$ cat src/design/dts_pkg.sv
// constants shared by the dual channel temperature sensor control block
package dts_pkg;
	// register byte offsets
	localparam logic [7:0] DTS_OFF_CTRL = 8'h00;
	localparam logic [7:0] DTS_OFF_STAT = 8'h04;
	localparam logic [7:0] DTS_OFF_LOC_RES = 8'h08;
	localparam logic [7:0] DTS_OFF_REM_RES = 8'h0C;
	localparam logic [7:0] DTS_OFF_LOC_HI = 8'h10;
	localparam logic [7:0] DTS_OFF_LOC_LO = 8'h14;
	localparam logic [7:0] DTS_OFF_REM_HI = 8'h18;
	localparam logic [7:0] DTS_OFF_REM_LO = 8'h1C;
	localparam logic [7:0] DTS_OFF_INT_STAT = 8'h20;
	localparam logic [7:0] DTS_OFF_INT_MASK = 8'h24;
	localparam logic [7:0] DTS_OFF_ADDR = 8'h28;
	// control fields
	localparam int DTS_CTRL_HALT = 0;
	localparam int DTS_CTRL_EXT = 1;
	localparam int DTS_CTRL_ONESHOT = 2;
	// status fields
	localparam int DTS_STAT_BUSY = 0;
	localparam int DTS_STAT_STANDBY_PIN_N = 1;
	localparam int DTS_STAT_ADDR_OK = 2;
	// interrupt fields
	localparam int DTS_INT_W = 4;
	localparam int DTS_INT_DONE = 0;
	localparam int DTS_INT_LOC_LIM = 1;
	localparam int DTS_INT_REM_LIM = 2;
	localparam int DTS_INT_TMO = 3;
	// reset values
	localparam logic [2:0] DTS_CTRL_RST = 3'h0;
	localparam logic [10:0] DTS_HI_RST = 11'h3F8;
	localparam logic [10:0] DTS_LO_RST = 11'h400;
	localparam logic [3:0] DTS_MASK_RST = 4'h0;
	localparam logic [7:0] DTS_SLV_BASE = 8'h18;
	// timing, in the printed units
	localparam int DTS_CLK_NS = 40;
	localparam int DTS_MS_NS = 1_000_000;
	localparam int DTS_MS_CYC = DTS_MS_NS / DTS_CLK_NS;
	localparam logic [7:0] DTS_INTEG_MS = 8'h3C;
	localparam logic [7:0] DTS_SETTLE_MS = 8'h05;
	localparam logic [7:0] DTS_TMO_MS = 8'h1E;
	localparam int DTS_SYNC_WAIT = 2;
	// legacy mode drops the three fraction bits
	localparam logic [10:0] DTS_LEGACY_MASK = 11'h7F8;
	typedef enum logic [1:0] {DTS_IDLE, DTS_SETTLE, DTS_LOCAL, DTS_REMOTE} dts_state_t;
endpackage

$ cat src/design/dts_ctrl.sv
// dual channel temperature sensor control: sequencing, limits, alert, apb registers
// How it works
// the serial interface is reset once the bus clock has stayed low for the bus timeout.
// the two address select pins are caught once after reset and form the slave address.
// a low standby pin stops conversions and a high one resumes normal operation.
// results and alarm limits are left untouched while in standby.
// every run converts the local channel and then the remote channel.
// each finished run loads both results and compares them with the four limits.
// in legacy resolution each channel integrates for 60 ms.
// extended resolution doubles the length of a run.
// results carry 11 bits, with the low three cleared in legacy resolution.
// the alert pin is open drain and only ever pulls low.
// runs repeat while the halt bit is clear, or one run follows a one-shot command.
// busy is shown during a run while the previous results stay readable.
// a legacy run lasts 125 ms from its start, inside 95 to 156 ms.
// alert is raised when a result lies above its high or below its low limit.
`timescale 1ns/1ps
`default_nettype none
module dts_ctrl
	import dts_pkg::*;
#(
	parameter int MS_CYCLES = DTS_MS_CYC,
	parameter int RES_W = 11
) (
	// clock and reset
	input wire logic sys_clk,
	input wire logic sys_rst,
	// apb slave
	input wire logic psel,
	input wire logic penable,
	input wire logic pwrite,
	input wire logic [7:0] paddr,
	input wire logic [31:0] pwdata,
	output logic [31:0] prdata,
	output logic pready,
	output logic pslverr,
	// pins
	input wire logic serial_clock_pin,
	input wire logic addr_select_lo,
	input wire logic addr_select_hi,
	input wire logic standby_pin_n,
	output logic alert_n_o,
	output logic alert_n_oe,
	// converter front end
	input wire logic [RES_W-1:0] local_adc_data,
	input wire logic [RES_W-1:0] remote_adc_data,
	output logic adc_sel_remote,
	// system
	output logic serial_if_reset,
	output logic slave_addr_valid,
	output logic [6:0] slave_addr,
	output logic irq
);
	logic ms_tick;
	logic scl_s, standby_pin_n_n_s, addr_lo_s, addr_hi_s;
	dts_state_t st_r, st_nxt;
	logic [7:0] ms_cnt_r, phase_len;
	logic halt_r, ext_r, oneshot_r;
	logic [RES_W-1:0] loc_res_r, rem_res_r, loc_hold_r;
	logic [RES_W-1:0] loc_hi_r, loc_lo_r, rem_hi_r, rem_lo_r;
	logic [DTS_INT_W-1:0] int_stat_r, int_mask_r, int_set, int_clr;
	logic [7:0] scl_low_ms_r;
	logic [1:0] addr_wait_r;
	logic tmo_done_r;

	dts_tick #(.DIV(MS_CYCLES)) u_tick (
		.sys_clk(sys_clk),
		.sys_rst(sys_rst),
		.tick(ms_tick)
	);

	dts_sync #(.W(4)) u_sync (
		.sys_clk(sys_clk),
		.sys_rst(sys_rst),
		.async_in({serial_clock_pin, standby_pin_n, addr_select_lo, addr_select_hi}),
		.sync_out({scl_s, standby_pin_n_n_s, addr_lo_s, addr_hi_s})
	);

	// apb decode: one wait state so read data comes from a flop
	wire acc_first = psel && penable && !pready;
	wire acc_done = psel && penable && pready;
	wire wr_go = acc_done && pwrite;
	wire sel_ctrl = (paddr == DTS_OFF_CTRL);
	wire sel_stat = (paddr == DTS_OFF_STAT);
	wire sel_lres = (paddr == DTS_OFF_LOC_RES);
	wire sel_rres = (paddr == DTS_OFF_REM_RES);
	wire sel_lhi = (paddr == DTS_OFF_LOC_HI);
	wire sel_llo = (paddr == DTS_OFF_LOC_LO);
	wire sel_rhi = (paddr == DTS_OFF_REM_HI);
	wire sel_rlo = (paddr == DTS_OFF_REM_LO);
	wire sel_ist = (paddr == DTS_OFF_INT_STAT);
	wire sel_imk = (paddr == DTS_OFF_INT_MASK);
	wire sel_adr = (paddr == DTS_OFF_ADDR);
	wire mapped = sel_ctrl | sel_stat | sel_lres | sel_rres | sel_lhi | sel_llo |
		sel_rhi | sel_rlo | sel_ist | sel_imk | sel_adr;
	wire standby = !standby_pin_n_n_s;
	wire busy = (st_r != DTS_IDLE);
	wire [31:0] rd_mux =
		sel_ctrl ? {29'h0, oneshot_r, ext_r, halt_r} :
		sel_stat ? {29'h0, slave_addr_valid, standby, busy} :
		sel_lres ? {21'h0, loc_res_r} :
		sel_rres ? {21'h0, rem_res_r} :
		sel_lhi ? {21'h0, loc_hi_r} :
		sel_llo ? {21'h0, loc_lo_r} :
		sel_rhi ? {21'h0, rem_hi_r} :
		sel_rlo ? {21'h0, rem_lo_r} :
		sel_ist ? {28'h0, int_stat_r} :
		sel_imk ? {28'h0, int_mask_r} :
		sel_adr ? {24'h0, 1'b0, slave_addr} : 32'h0000_0000;

	always_ff @(posedge sys_clk) begin
		if (sys_rst) begin
			pready <= 1'b0;
			pslverr <= 1'b0;
			prdata <= 32'h0000_0000;
		end else begin
			pready <= acc_first;
			pslverr <= acc_first && !mapped;
			prdata <= (acc_first && !pwrite) ? rd_mux : 32'h0000_0000;
		end
	end

	// control, limits and mask; limits have no standby gating so they persist
	always_ff @(posedge sys_clk) begin
		if (sys_rst) begin
			{ext_r, halt_r} <= DTS_CTRL_RST[1:0];
			loc_hi_r <= DTS_HI_RST;
			rem_hi_r <= DTS_HI_RST;
			loc_lo_r <= DTS_LO_RST;
			rem_lo_r <= DTS_LO_RST;
			int_mask_r <= DTS_MASK_RST;
		end else if (wr_go) begin
			if (sel_ctrl) halt_r <= pwdata[DTS_CTRL_HALT];
			if (sel_ctrl) ext_r <= pwdata[DTS_CTRL_EXT];
			if (sel_lhi) loc_hi_r <= pwdata[RES_W-1:0];
			if (sel_llo) loc_lo_r <= pwdata[RES_W-1:0];
			if (sel_rhi) rem_hi_r <= pwdata[RES_W-1:0];
			if (sel_rlo) rem_lo_r <= pwdata[RES_W-1:0];
			if (sel_imk) int_mask_r <= pwdata[DTS_INT_W-1:0];
		end
	end

	// one-shot request waits until the sequencer is idle and awake
	wire start = (st_r == DTS_IDLE) && !standby && (!halt_r || oneshot_r);
	always_ff @(posedge sys_clk) begin
		if (sys_rst) begin
			oneshot_r <= 1'b0;
		end else if (wr_go && sel_ctrl && pwdata[DTS_CTRL_ONESHOT]) begin
			oneshot_r <= 1'b1;
		end else if (start) begin
			oneshot_r <= 1'b0;
		end
	end

	// run = settle 5 ms + local + remote: 125 ms legacy, doubled when extended
	assign phase_len = (st_r == DTS_SETTLE) ? (ext_r ? DTS_SETTLE_MS << 1 : DTS_SETTLE_MS) :
		(ext_r ? DTS_INTEG_MS << 1 : DTS_INTEG_MS);
	// compare with >= so a resolution change in mid phase cannot push the count past its end
	wire phase_end = ms_tick && (ms_cnt_r >= phase_len - 8'h01);
	wire run_end = phase_end && (st_r == DTS_REMOTE);

	always_comb begin
		st_nxt = st_r;
		case (st_r)
			DTS_IDLE: if (start) st_nxt = DTS_SETTLE;
			DTS_SETTLE: if (phase_end) st_nxt = DTS_LOCAL;
			DTS_LOCAL: if (phase_end) st_nxt = DTS_REMOTE;
			DTS_REMOTE: if (phase_end) st_nxt = DTS_IDLE;
			default: st_nxt = DTS_IDLE;
		endcase
		// standby abandons the run without touching results
		if (standby) st_nxt = DTS_IDLE;
	end

	always_ff @(posedge sys_clk) begin
		if (sys_rst) begin
			st_r <= DTS_IDLE;
			ms_cnt_r <= 8'h00;
		end else begin
			st_r <= st_nxt;
			if (st_nxt != st_r || st_r == DTS_IDLE) ms_cnt_r <= 8'h00;
			else if (ms_tick) ms_cnt_r <= ms_cnt_r + 8'h01;
		end
	end

	// local sample is held privately so the old pair stays readable during the run
	wire [RES_W-1:0] res_mask = ext_r ? {RES_W{1'b1}} : DTS_LEGACY_MASK[RES_W-1:0];
	always_ff @(posedge sys_clk) begin
		if (sys_rst) begin
			loc_hold_r <= '0;
			loc_res_r <= '0;
			rem_res_r <= '0;
		end else if (phase_end && st_r == DTS_LOCAL) begin
			loc_hold_r <= local_adc_data & res_mask;
		end else if (run_end && !standby) begin
			loc_res_r <= loc_hold_r;
			rem_res_r <= remote_adc_data & res_mask;
		end
	end

	// two's complement compare of the fresh results against all four limits
	wire [RES_W-1:0] rem_new = remote_adc_data & res_mask;
	wire loc_out = ($signed(loc_hold_r) > $signed(loc_hi_r)) ||
		($signed(loc_hold_r) < $signed(loc_lo_r));
	wire rem_out = ($signed(rem_new) > $signed(rem_hi_r)) ||
		($signed(rem_new) < $signed(rem_lo_r));
	wire run_fin = run_end && !standby;

	// bus clock low watchdog; one pulse per low stretch
	wire tmo_hit = ms_tick && !scl_s && (scl_low_ms_r == DTS_TMO_MS - 8'h01) && !tmo_done_r;
	always_ff @(posedge sys_clk) begin
		if (sys_rst) begin
			scl_low_ms_r <= 8'h00;
			tmo_done_r <= 1'b0;
			serial_if_reset <= 1'b0;
		end else begin
			serial_if_reset <= tmo_hit;
			if (scl_s) begin
				scl_low_ms_r <= 8'h00;
				tmo_done_r <= 1'b0;
			end else if (tmo_hit) begin
				tmo_done_r <= 1'b1;
			end else if (ms_tick && !tmo_done_r) begin
				scl_low_ms_r <= scl_low_ms_r + 8'h01;
			end
		end
	end

	// interrupt status: write one to clear, a same-cycle event wins
	assign int_set = {tmo_hit, run_fin && rem_out, run_fin && loc_out, run_fin};
	assign int_clr = (wr_go && sel_ist) ? pwdata[DTS_INT_W-1:0] : '0;
	wire int_any = |(((int_stat_r & ~int_clr) | int_set) & int_mask_r);
	always_ff @(posedge sys_clk) begin
		if (sys_rst) begin
			int_stat_r <= '0;
			irq <= 1'b0;
			alert_n_oe <= 1'b0;
			alert_n_o <= 1'b0;
			adc_sel_remote <= 1'b0;
		end else begin
			int_stat_r <= (int_stat_r & ~int_clr) | int_set;
			irq <= int_any;
			alert_n_oe <= int_any; // open drain: only pulls low
			alert_n_o <= 1'b0;
			adc_sel_remote <= (st_nxt == DTS_REMOTE);
		end
	end

	// address pins caught once the synchroniser has filled after reset
	always_ff @(posedge sys_clk) begin
		if (sys_rst) begin
			addr_wait_r <= 2'h0;
			slave_addr_valid <= 1'b0;
			slave_addr <= 7'h00;
		end else if (!slave_addr_valid) begin
			addr_wait_r <= addr_wait_r + 2'h1;
			if (addr_wait_r == 2'(DTS_SYNC_WAIT)) begin
				slave_addr_valid <= 1'b1;
				slave_addr <= {DTS_SLV_BASE[6:2], addr_hi_s, addr_lo_s};
			end
		end
	end
endmodule
`default_nettype wire

$ cat src/design/dts_sync.sv
// two flip-flop synchroniser for pin inputs
`timescale 1ns/1ps
`default_nettype none
module dts_sync #(
	parameter int W = 1
) (
	// clock and reset
	input wire logic sys_clk,
	input wire logic sys_rst,
	// data
	input wire logic [W-1:0] async_in,
	output logic [W-1:0] sync_out
);
	logic [W-1:0] meta_r;

	always_ff @(posedge sys_clk) begin
		if (sys_rst) begin
			meta_r <= '0;
			sync_out <= '0;
		end else begin
			meta_r <= async_in;
			sync_out <= meta_r;
		end
	end
endmodule
`default_nettype wire

$ cat src/design/dts_tick.sv
// divider giving a one-cycle enable pulse every DIV clocks
`timescale 1ns/1ps
`default_nettype none
module dts_tick #(
	parameter int DIV = 25000
) (
	// clock and reset
	input wire logic sys_clk,
	input wire logic sys_rst,
	// pulse
	output logic tick
);
	localparam int CW = $clog2(DIV + 1);
	localparam logic [CW-1:0] LAST = CW'(DIV - 1);
	logic [CW-1:0] cnt_r;

	always_ff @(posedge sys_clk) begin
		if (sys_rst) begin
			cnt_r <= '0;
			tick <= 1'b0;
		end else begin
			cnt_r <= (cnt_r == LAST) ? '0 : cnt_r + 1'b1;
			tick <= (cnt_r == LAST);
		end
	end
endmodule
`default_nettype wire

$ cat config.mk
export PLATFORM = sky130hd
export DESIGN_NAME = dts_ctrl
export DESIGN_NICKNAME = d
export VERILOG_FILES = /design/src/design/dts_pkg.sv /design/src/design/dts_ctrl.sv /design/src/design/dts_sync.sv /design/src/design/dts_tick.sv
export SDC_FILE = /design/constraint.sdc
export NUM_CORES = 1
export LEC_CHECK = 0
export BUFFER_PORTS_ARGS = -buffer_cell sky130_fd_sc_hd__buf_2
export CORE_UTILIZATION = 45
export DETAILED_ROUTE_END_ITERATION = 10
export PLACE_DENSITY = 0.71
export SLEW_MARGIN = 0
export SYNTH_ARGS = -nofsm -noshare
export SYNTH_HDL_FRONTEND = slang
export SYNTH_SLANG_ARGS = --single-unit
$ cat constraint.sdc
create_clock -name sys_clk -period 4 [get_ports sys_clk]
set_input_delay 0.8 -clock sys_clk [delete_from_list [all_inputs] [get_ports sys_clk]]
set_output_delay 0.8 -clock sys_clk [all_outputs]
set_load 0.02 [all_outputs]
-- Word level (Yosys, flattened, before mapping)
Index checks and enable logic that the tools add are counted.
- equality and inequality tests: 18
- bitwise operators: 20
- reductions and logical operators: 52
- multiplexer cells: 26
- shift operators: 0
- multiply operators: 0
- add/subtract/negate cells: 5
- order comparisons: 5
- divide/modulo/power cells: 0
- operator list (kind ; number):
    $mux 11 ; 6
    $eq 8x5->1 const B ; 5
    $eq 8x6->1 const B ; 3
    $and 11x11->11 ; 2
    $gt 11x11->1 ; 2
    $lt 11x11->1 ; 2
    $logic_and 1x1->1 ; 21
    $reduce_and 2->1 ; 9
    $add 8x1->8 const B ; 2
    $eq 8x4->1 const B ; 2
    $add 15x1->15 const B ; 1
    $eq 15x15->1 const B ; 1
    $mux 5 ; 3
    $mux 7 ; 2
    $reduce_or 12->1 ; 1
    $mux 2 ; 5
    $or 1x1->1 ; 10
    $mux 3 ; 3
    $and 4x4->4 ; 2
    $eq 2x2->1 const B ; 4
    $eq 8x3->1 const B ; 1
    $ge 8x8->1 ; 1
    $logic_not 8->1 ; 1
    $mux 4 ; 2
    other kinds (15) ; 35
- RAM bits: 0
- bits in registers: 174
- latch bits: 0
- bits in read-only memories: 0
- memories: 0
- output and inout port bits: 47

-- Depth between registers and ports, before layout
- depth in word-level cells: 13
- mapped depth: 14
- depth with buffers taken out: 11

-- Cells and area by module
Synthesis repeated with hierarchy kept, for this count alone.
- cells, all modules: 950
- area total of the unflattened synthesis: 7805.0 um^2
- by module, submodules not included (module ; cells an instance ; area each (um^2) ; seq. area each (um^2) ; times used):
    dts_ctrl ; 856 ; 6896.6 ; 2582.5 ; 1
    dts_tick ; 78 ; 698.2 ; 320.3 ; 1
    dts_sync ; 16 ; 210.2 ; 160.2 ; 1

-- Worst setup path after synthesis
OpenSTA, ideal clock, no wires.
- kind: reg2reg
- start: register st_r[0]
- end: register loc_hold_r[4]
- clock period less this slack: 3008 ps
- setup time: 128 ps
- data required time: 3872 ps
- slack: 992 ps
- arrival time: 2881 ps
- buffers on the path: 3
- cell stages (with the launch flop): 15
- path through: dfxtp_1 -> clkbuf_1 -> nor2b_1 -> nand2b_1 -> ha_1 -> ha_1 -> nand2_1 -> o21ai_0 -> nand4_1 -> a21oi_1 -> and3b_1 -> clkbuf_1 -> buf_2 -> mux2i_1 -> nor2_1
- word-level cells in the longest chain between the ends: 6
- elaborated cells between the ends (all ways): 7
- ends and longest elaborated chain (what ; RTL line ; RTL):
    start, declared ; dts_ctrl.sv:56 ; dts_state_t st_r, st_nxt;
    start signal, assigned ; dts_ctrl.sv:180 ; st_r <= st_nxt;
    $eq 2x1->1 ; dts_ctrl.sv:156 ; assign phase_len = (st_r == DTS_SETTLE) ? (ext_r ? DTS_SETTLE_MS << 1 : DTS_SETTLE_MS) :
    $mux 7 ; dts_ctrl.sv:156 ;
    $sub 7x1->8 ; dts_ctrl.sv:159 ; wire phase_end = ms_tick && (ms_cnt_r >= phase_len - 8'h01);
    $ge 8x8->1 ; dts_ctrl.sv:159 ;
    $logic_and 1x1->1 ; dts_ctrl.sv:159 ;
    $logic_and 1x1->1 (*) ; dts_ctrl.sv:193 ; end else if (phase_end && st_r == DTS_LOCAL) begin
    end signal, assigned ; dts_ctrl.sv:194 ; loc_hold_r <= local_adc_data & res_mask;
    end, declared ; dts_ctrl.sv:59 ; logic [RES_W-1:0] loc_res_r, rem_res_r, loc_hold_r;
Every way passes the cells marked *; elsewhere a longest branch is shown, timed or not.
A chain may end at the register's enable or synchronous reset.

-- Worst setup path after layout
- start: register st_r[0]
- end: register rem_res_r[7]
- word-level cells in the longest chain between the ends: 8
- elaborated cells between the ends (all ways): 12
- ends and longest elaborated chain (what ; RTL line ; RTL):
    $eq 2x1->1 ; dts_ctrl.sv:156 ;
    $mux 7 ; dts_ctrl.sv:156 ;
    $sub 7x1->8 ; dts_ctrl.sv:159 ;
    $ge 8x8->1 ; dts_ctrl.sv:159 ;
    $logic_and 1x1->1 ; dts_ctrl.sv:159 ;
    $logic_and 1x1->1, on equally long branches ; dts_ctrl.sv:160, dts_ctrl.sv:193 ;
    $logic_and 1x1->1 or $not 1->1 (tied branches) ; - ;
    $reduce_and 2->1 (no source line) (*) ; - ;
    end signal, assigned ; dts_ctrl.sv:197 ; rem_res_r <= remote_adc_data & res_mask;
    end, declared ; dts_ctrl.sv:59 ;
Marks and branches as above.

==> flow_metrics.env <==
export IMPL_htreeDepth=4
export IMPL_pre_cts_slack_ns=0.654
export IMPL_crit_required_ns=4.36
export IMPL_gr_usage_all_layers_pct=21.9
export IMPL_vias_per_cell=5.35
export IMPL_hold_class="reg2reg"
export IMPL_arrival_ns=3.74
export IMPL_place_gp_congestion=0.857
export IMPL_rows=47
export IMPL_ys_warn_count=0
export IMPL_max_vdd_ir_drop_mv=0.293
export IMPL_wl_met2_um=8960
export IMPL_clockPowerShare_pct=48.3
export IMPL_largest_register="u_tick.cnt_r"
export IMPL_grt_overflow=0
export IMPL_fin_crit_ns=3.38
export IMPL_post_cts_repair_setup_buffers=0
export IMPL_syn_inst=958
export IMPL_crit_family="simple AND/OR/NAND/NOR gates"
export IMPL_slew_headroom_pct=47.3
export IMPL_drt_iter0_drc=493
export IMPL_route_top_layer_used="met4"
export IMPL_cp_num_buf_inv=1
export IMPL_switchingPower_mw=0.860
export IMPL_seq_power_share_pct=44.9
export IMPL_portBuffers=71
export IMPL_finalMaxSlewViolations=0
export IMPL_dr_pass1_iters=5
export IMPL_wl_per_cell_um=15.5
export IMPL_powerDensity_mw_per_mm2=394
export IMPL_synth_seq_cells=153
export IMPL_holdBufCountCts=0
export IMPL_worstPathCellList="nor2b_1 > nand2b_1 > ha_1 > ha_1 > nand2_1 > o21ai_0 > nand4_1 > a21oi_1 > and4_1 > buf_4 > nand2_1 > a21oi_1"
export IMPL_grt_pass1_vias=6084
export IMPL_crit_type="reg2reg"
export IMPL_end_kind="flop"
export IMPL_die_h_um=134
export IMPL_grt_max_degree=74
export IMPL_drive_above_1_share_pct=12.4
export IMPL_clock_skew_ns=0.0130
export IMPL_rsz0062_at_grt="false"
export IMPL_vias=6672
export IMPL_final_util_pct=52.9
export IMPL_post_route_drc_count=0
export IMPL_nNetsFinal=1141
export IMPL_critPathMaxStageDelay_ns=0.49
export IMPL_io_pins=118
export IMPL_cts_buffers=17
export IMPL_start_util_pct=46.7
export IMPL_die_area_mm2=0.0180
export IMPL_dp_hpwl_um=14100
export IMPL_maxCapViolCount=0
export IMPL_grt_pass1_wl_um=30700
export IMPL_dr_wl_met3_um=1080
export IMPL_switching_share_pct=24.5
export IMPL_fin_setup_tns_ns=0
export IMPL_clockBufferDepth=2
export IMPL_ctsRootBufferMaster="clkbuf_16"
export IMPL_routed_wl_um=19300
export IMPL_syn_to_final_growth_pct=13.4
export IMPL_antenna_found_initial=0
export IMPL_p_comb_share_pct=6.8
export IMPL_p_leak_nw=3.52
export IMPL_startpoint_type="flop"
export IMPL_hold_violations=0
export IMPL_synth_edff_count=0
export IMPL_ant_nets=0
export IMPL_n_antenna_cell=0
export IMPL_cts_tree="yes"
export IMPL_slowest_stage="dfxtp_1"
export IMPL_cts_resized=0
export IMPL_die_w_um=134
export IMPL_hold_slack_ns=0.444
export IMPL_design_core_area_mm2=0.0168
export IMPL_netlist_area_mm2=0.00785
export IMPL_fill_cells=1611
export IMPL_clk_pin_slew_ns=0.07
export IMPL_synth_distinct_cells=64
export IMPL_path_max_fanout=17
export IMPL_intPower_mw=2.65
export IMPL_worstMarginPinSlew_ns=0.790
export IMPL_power_total_mw=3.51
export IMPL_met1Wirelength_um=8830
export IMPL_max_freq_mhz=295
export IMPL_avgSynthCellArea_um2=8.20
export IMPL_fin_ws_ns=0.615
export IMPL_finalCritPeriodShare_pct=84.6
export IMPL_ys_async_sr_fraction_pct=0
export IMPL_synthFlopType="dfxtp_1"
export IMPL_largest_reg_flops=15
export IMPL_setup_viol=0
export IMPL_insertion_delay_ns=0.44
export IMPL_ys_seq_area_share_pct=39.0
export IMPL_cts_sinks=153
export IMPL_status="complete, no violations"
cells by family (layout without fill, tap and decap cells):
| logic type | count (synthesis) | count (layout) | synth area share (%) |
|---|---|---|---|
| DFF | 153 | 153 | 39.0 |
| adders and majority gates | 57 | 57 | 9.08 |
| xor gates and xnor gates | 29 | 29 | 3.23 |
| buffers and inverters | 128 | 172 | 7.55 |
| other | 2 | 26 | 0.0956 |
| muxes | 26 | 26 | 3.33 |
| and+or+nand+nor | 374 | 374 | 22.5 |
| AOI/OAI and AO/OA | 189 | 189 | 15.2 |
path summary, 6_finish.rpt:
kind,from,endpoint,slack [ns],cells past startpoint
worst max register to register,st_r[0],rem_res_r[7],0.62,12
worst min register to register,u_sync.meta_r[3],u_sync.sync_out[3],0.44,1
worst max-delay path,st_r[0],rem_res_r[7],0.62,12
worst min-delay path,u_sync.meta_r[3],u_sync.sync_out[3],0.44,1
stage by stage:
step | cell area, um^2 | std cells
CTS | 8900 | 1246
finish | 8900 | 1246
global route | 8900 | 1246
floorplan | 7940 | 982
global placement | 8280 | 1214
detailed placement | 8280 | 1214
cells in the final DEF, fill, tap and decap left out, types with 4 or more instances in the layout:
cell         n
clkbuf_16   17
buf_2       70
o22ai_1      4
and3_1       6
buf_4       12
a21oi_1     88
and2_1       5
o21a_1       6
nand3_1     31
nand2_1    132
ha_1        57
or3_1        8
nand2b_1    11
xor2_1      19
conb_1      26
a31oi_1      7
nor2b_1     14
a221oi_1     5
a22oi_1     13
dfxtp_1    153
and4_1       4
a211o_1     17
inv_1       58
xnor2_1     10
o21ai_0     28
nand4_1     13
mux2i_1     25
nor2_1     111
nor4_1       5
nor3_1      10
worst reg2reg max path, stage by stage (launching register included):
cell and delay, ns:
dfxtp_1 0.49, nor2b_1 0.31, nand2b_1 0.14, ha_1 0.31, ha_1 0.27, nand2_1 0.04, o21ai_0 0.15, nand4_1 0.11
a21oi_1 0.43, and4_1 0.48, buf_4 0.33, nand2_1 0.10, a21oi_1 0.14
cell type report:
cell class / count / area (um^2) / share of cell area (%)
clock buffers: 20 / 457 / 5.13
clock inverters: 12 / 165 / 1.85
inverters: 58 / 218 / 2.44
multi-input cells: 701 / 4290 / 48.1
flip-flops and latches: 153 / 3060 / 34.4
well taps: 220 / 275 / 3.09
repair buffers: 82 / 440 / 4.95
power by group through the flow:
stage	logic, mW	registers (mW)	clock network [mW]
finish	0.239	1.57	1.70
detailed placement	0.234	1.61	0
floorplan	0.167	1.61	0
CTS	0.239	1.57	1.72
global placement	0.231	1.61	0
global route	0.260	1.58	1.79
per-layer routing:
metal / vias to the layer above / global-route usage, %
met3: 34 / 4.61
met4: 0 / 7.93
li1: 3362 / -
met5: - / 0
met1: 3093 / 28.4
met2: 183 / 36.0
cell usage after synthesis (7+ instances only):
cell	instances	area, um^2
a22oi_1	13	97.6
or3_1	8	50.1
a31oi_1	7	43.8
nor2b_1	14	87.6
nand4_1	13	81.3
inv_1	58	218
nand2b_1	11	68.8
a21oi_1	88	440
nor3_1	10	50.1
nand3_1	31	155
nor2_1	111	417
nand2_1	132	495
a211o_1	17	149
clkbuf_1	36	135
mux2i_1	25	250
xor2_1	19	166
ha_1	57	713
o21ai_0	28	140
xnor2_1	10	87.6
buf_4	28	210
dfxtp_1	153	3060
Power figures use the tool's default switching activity.
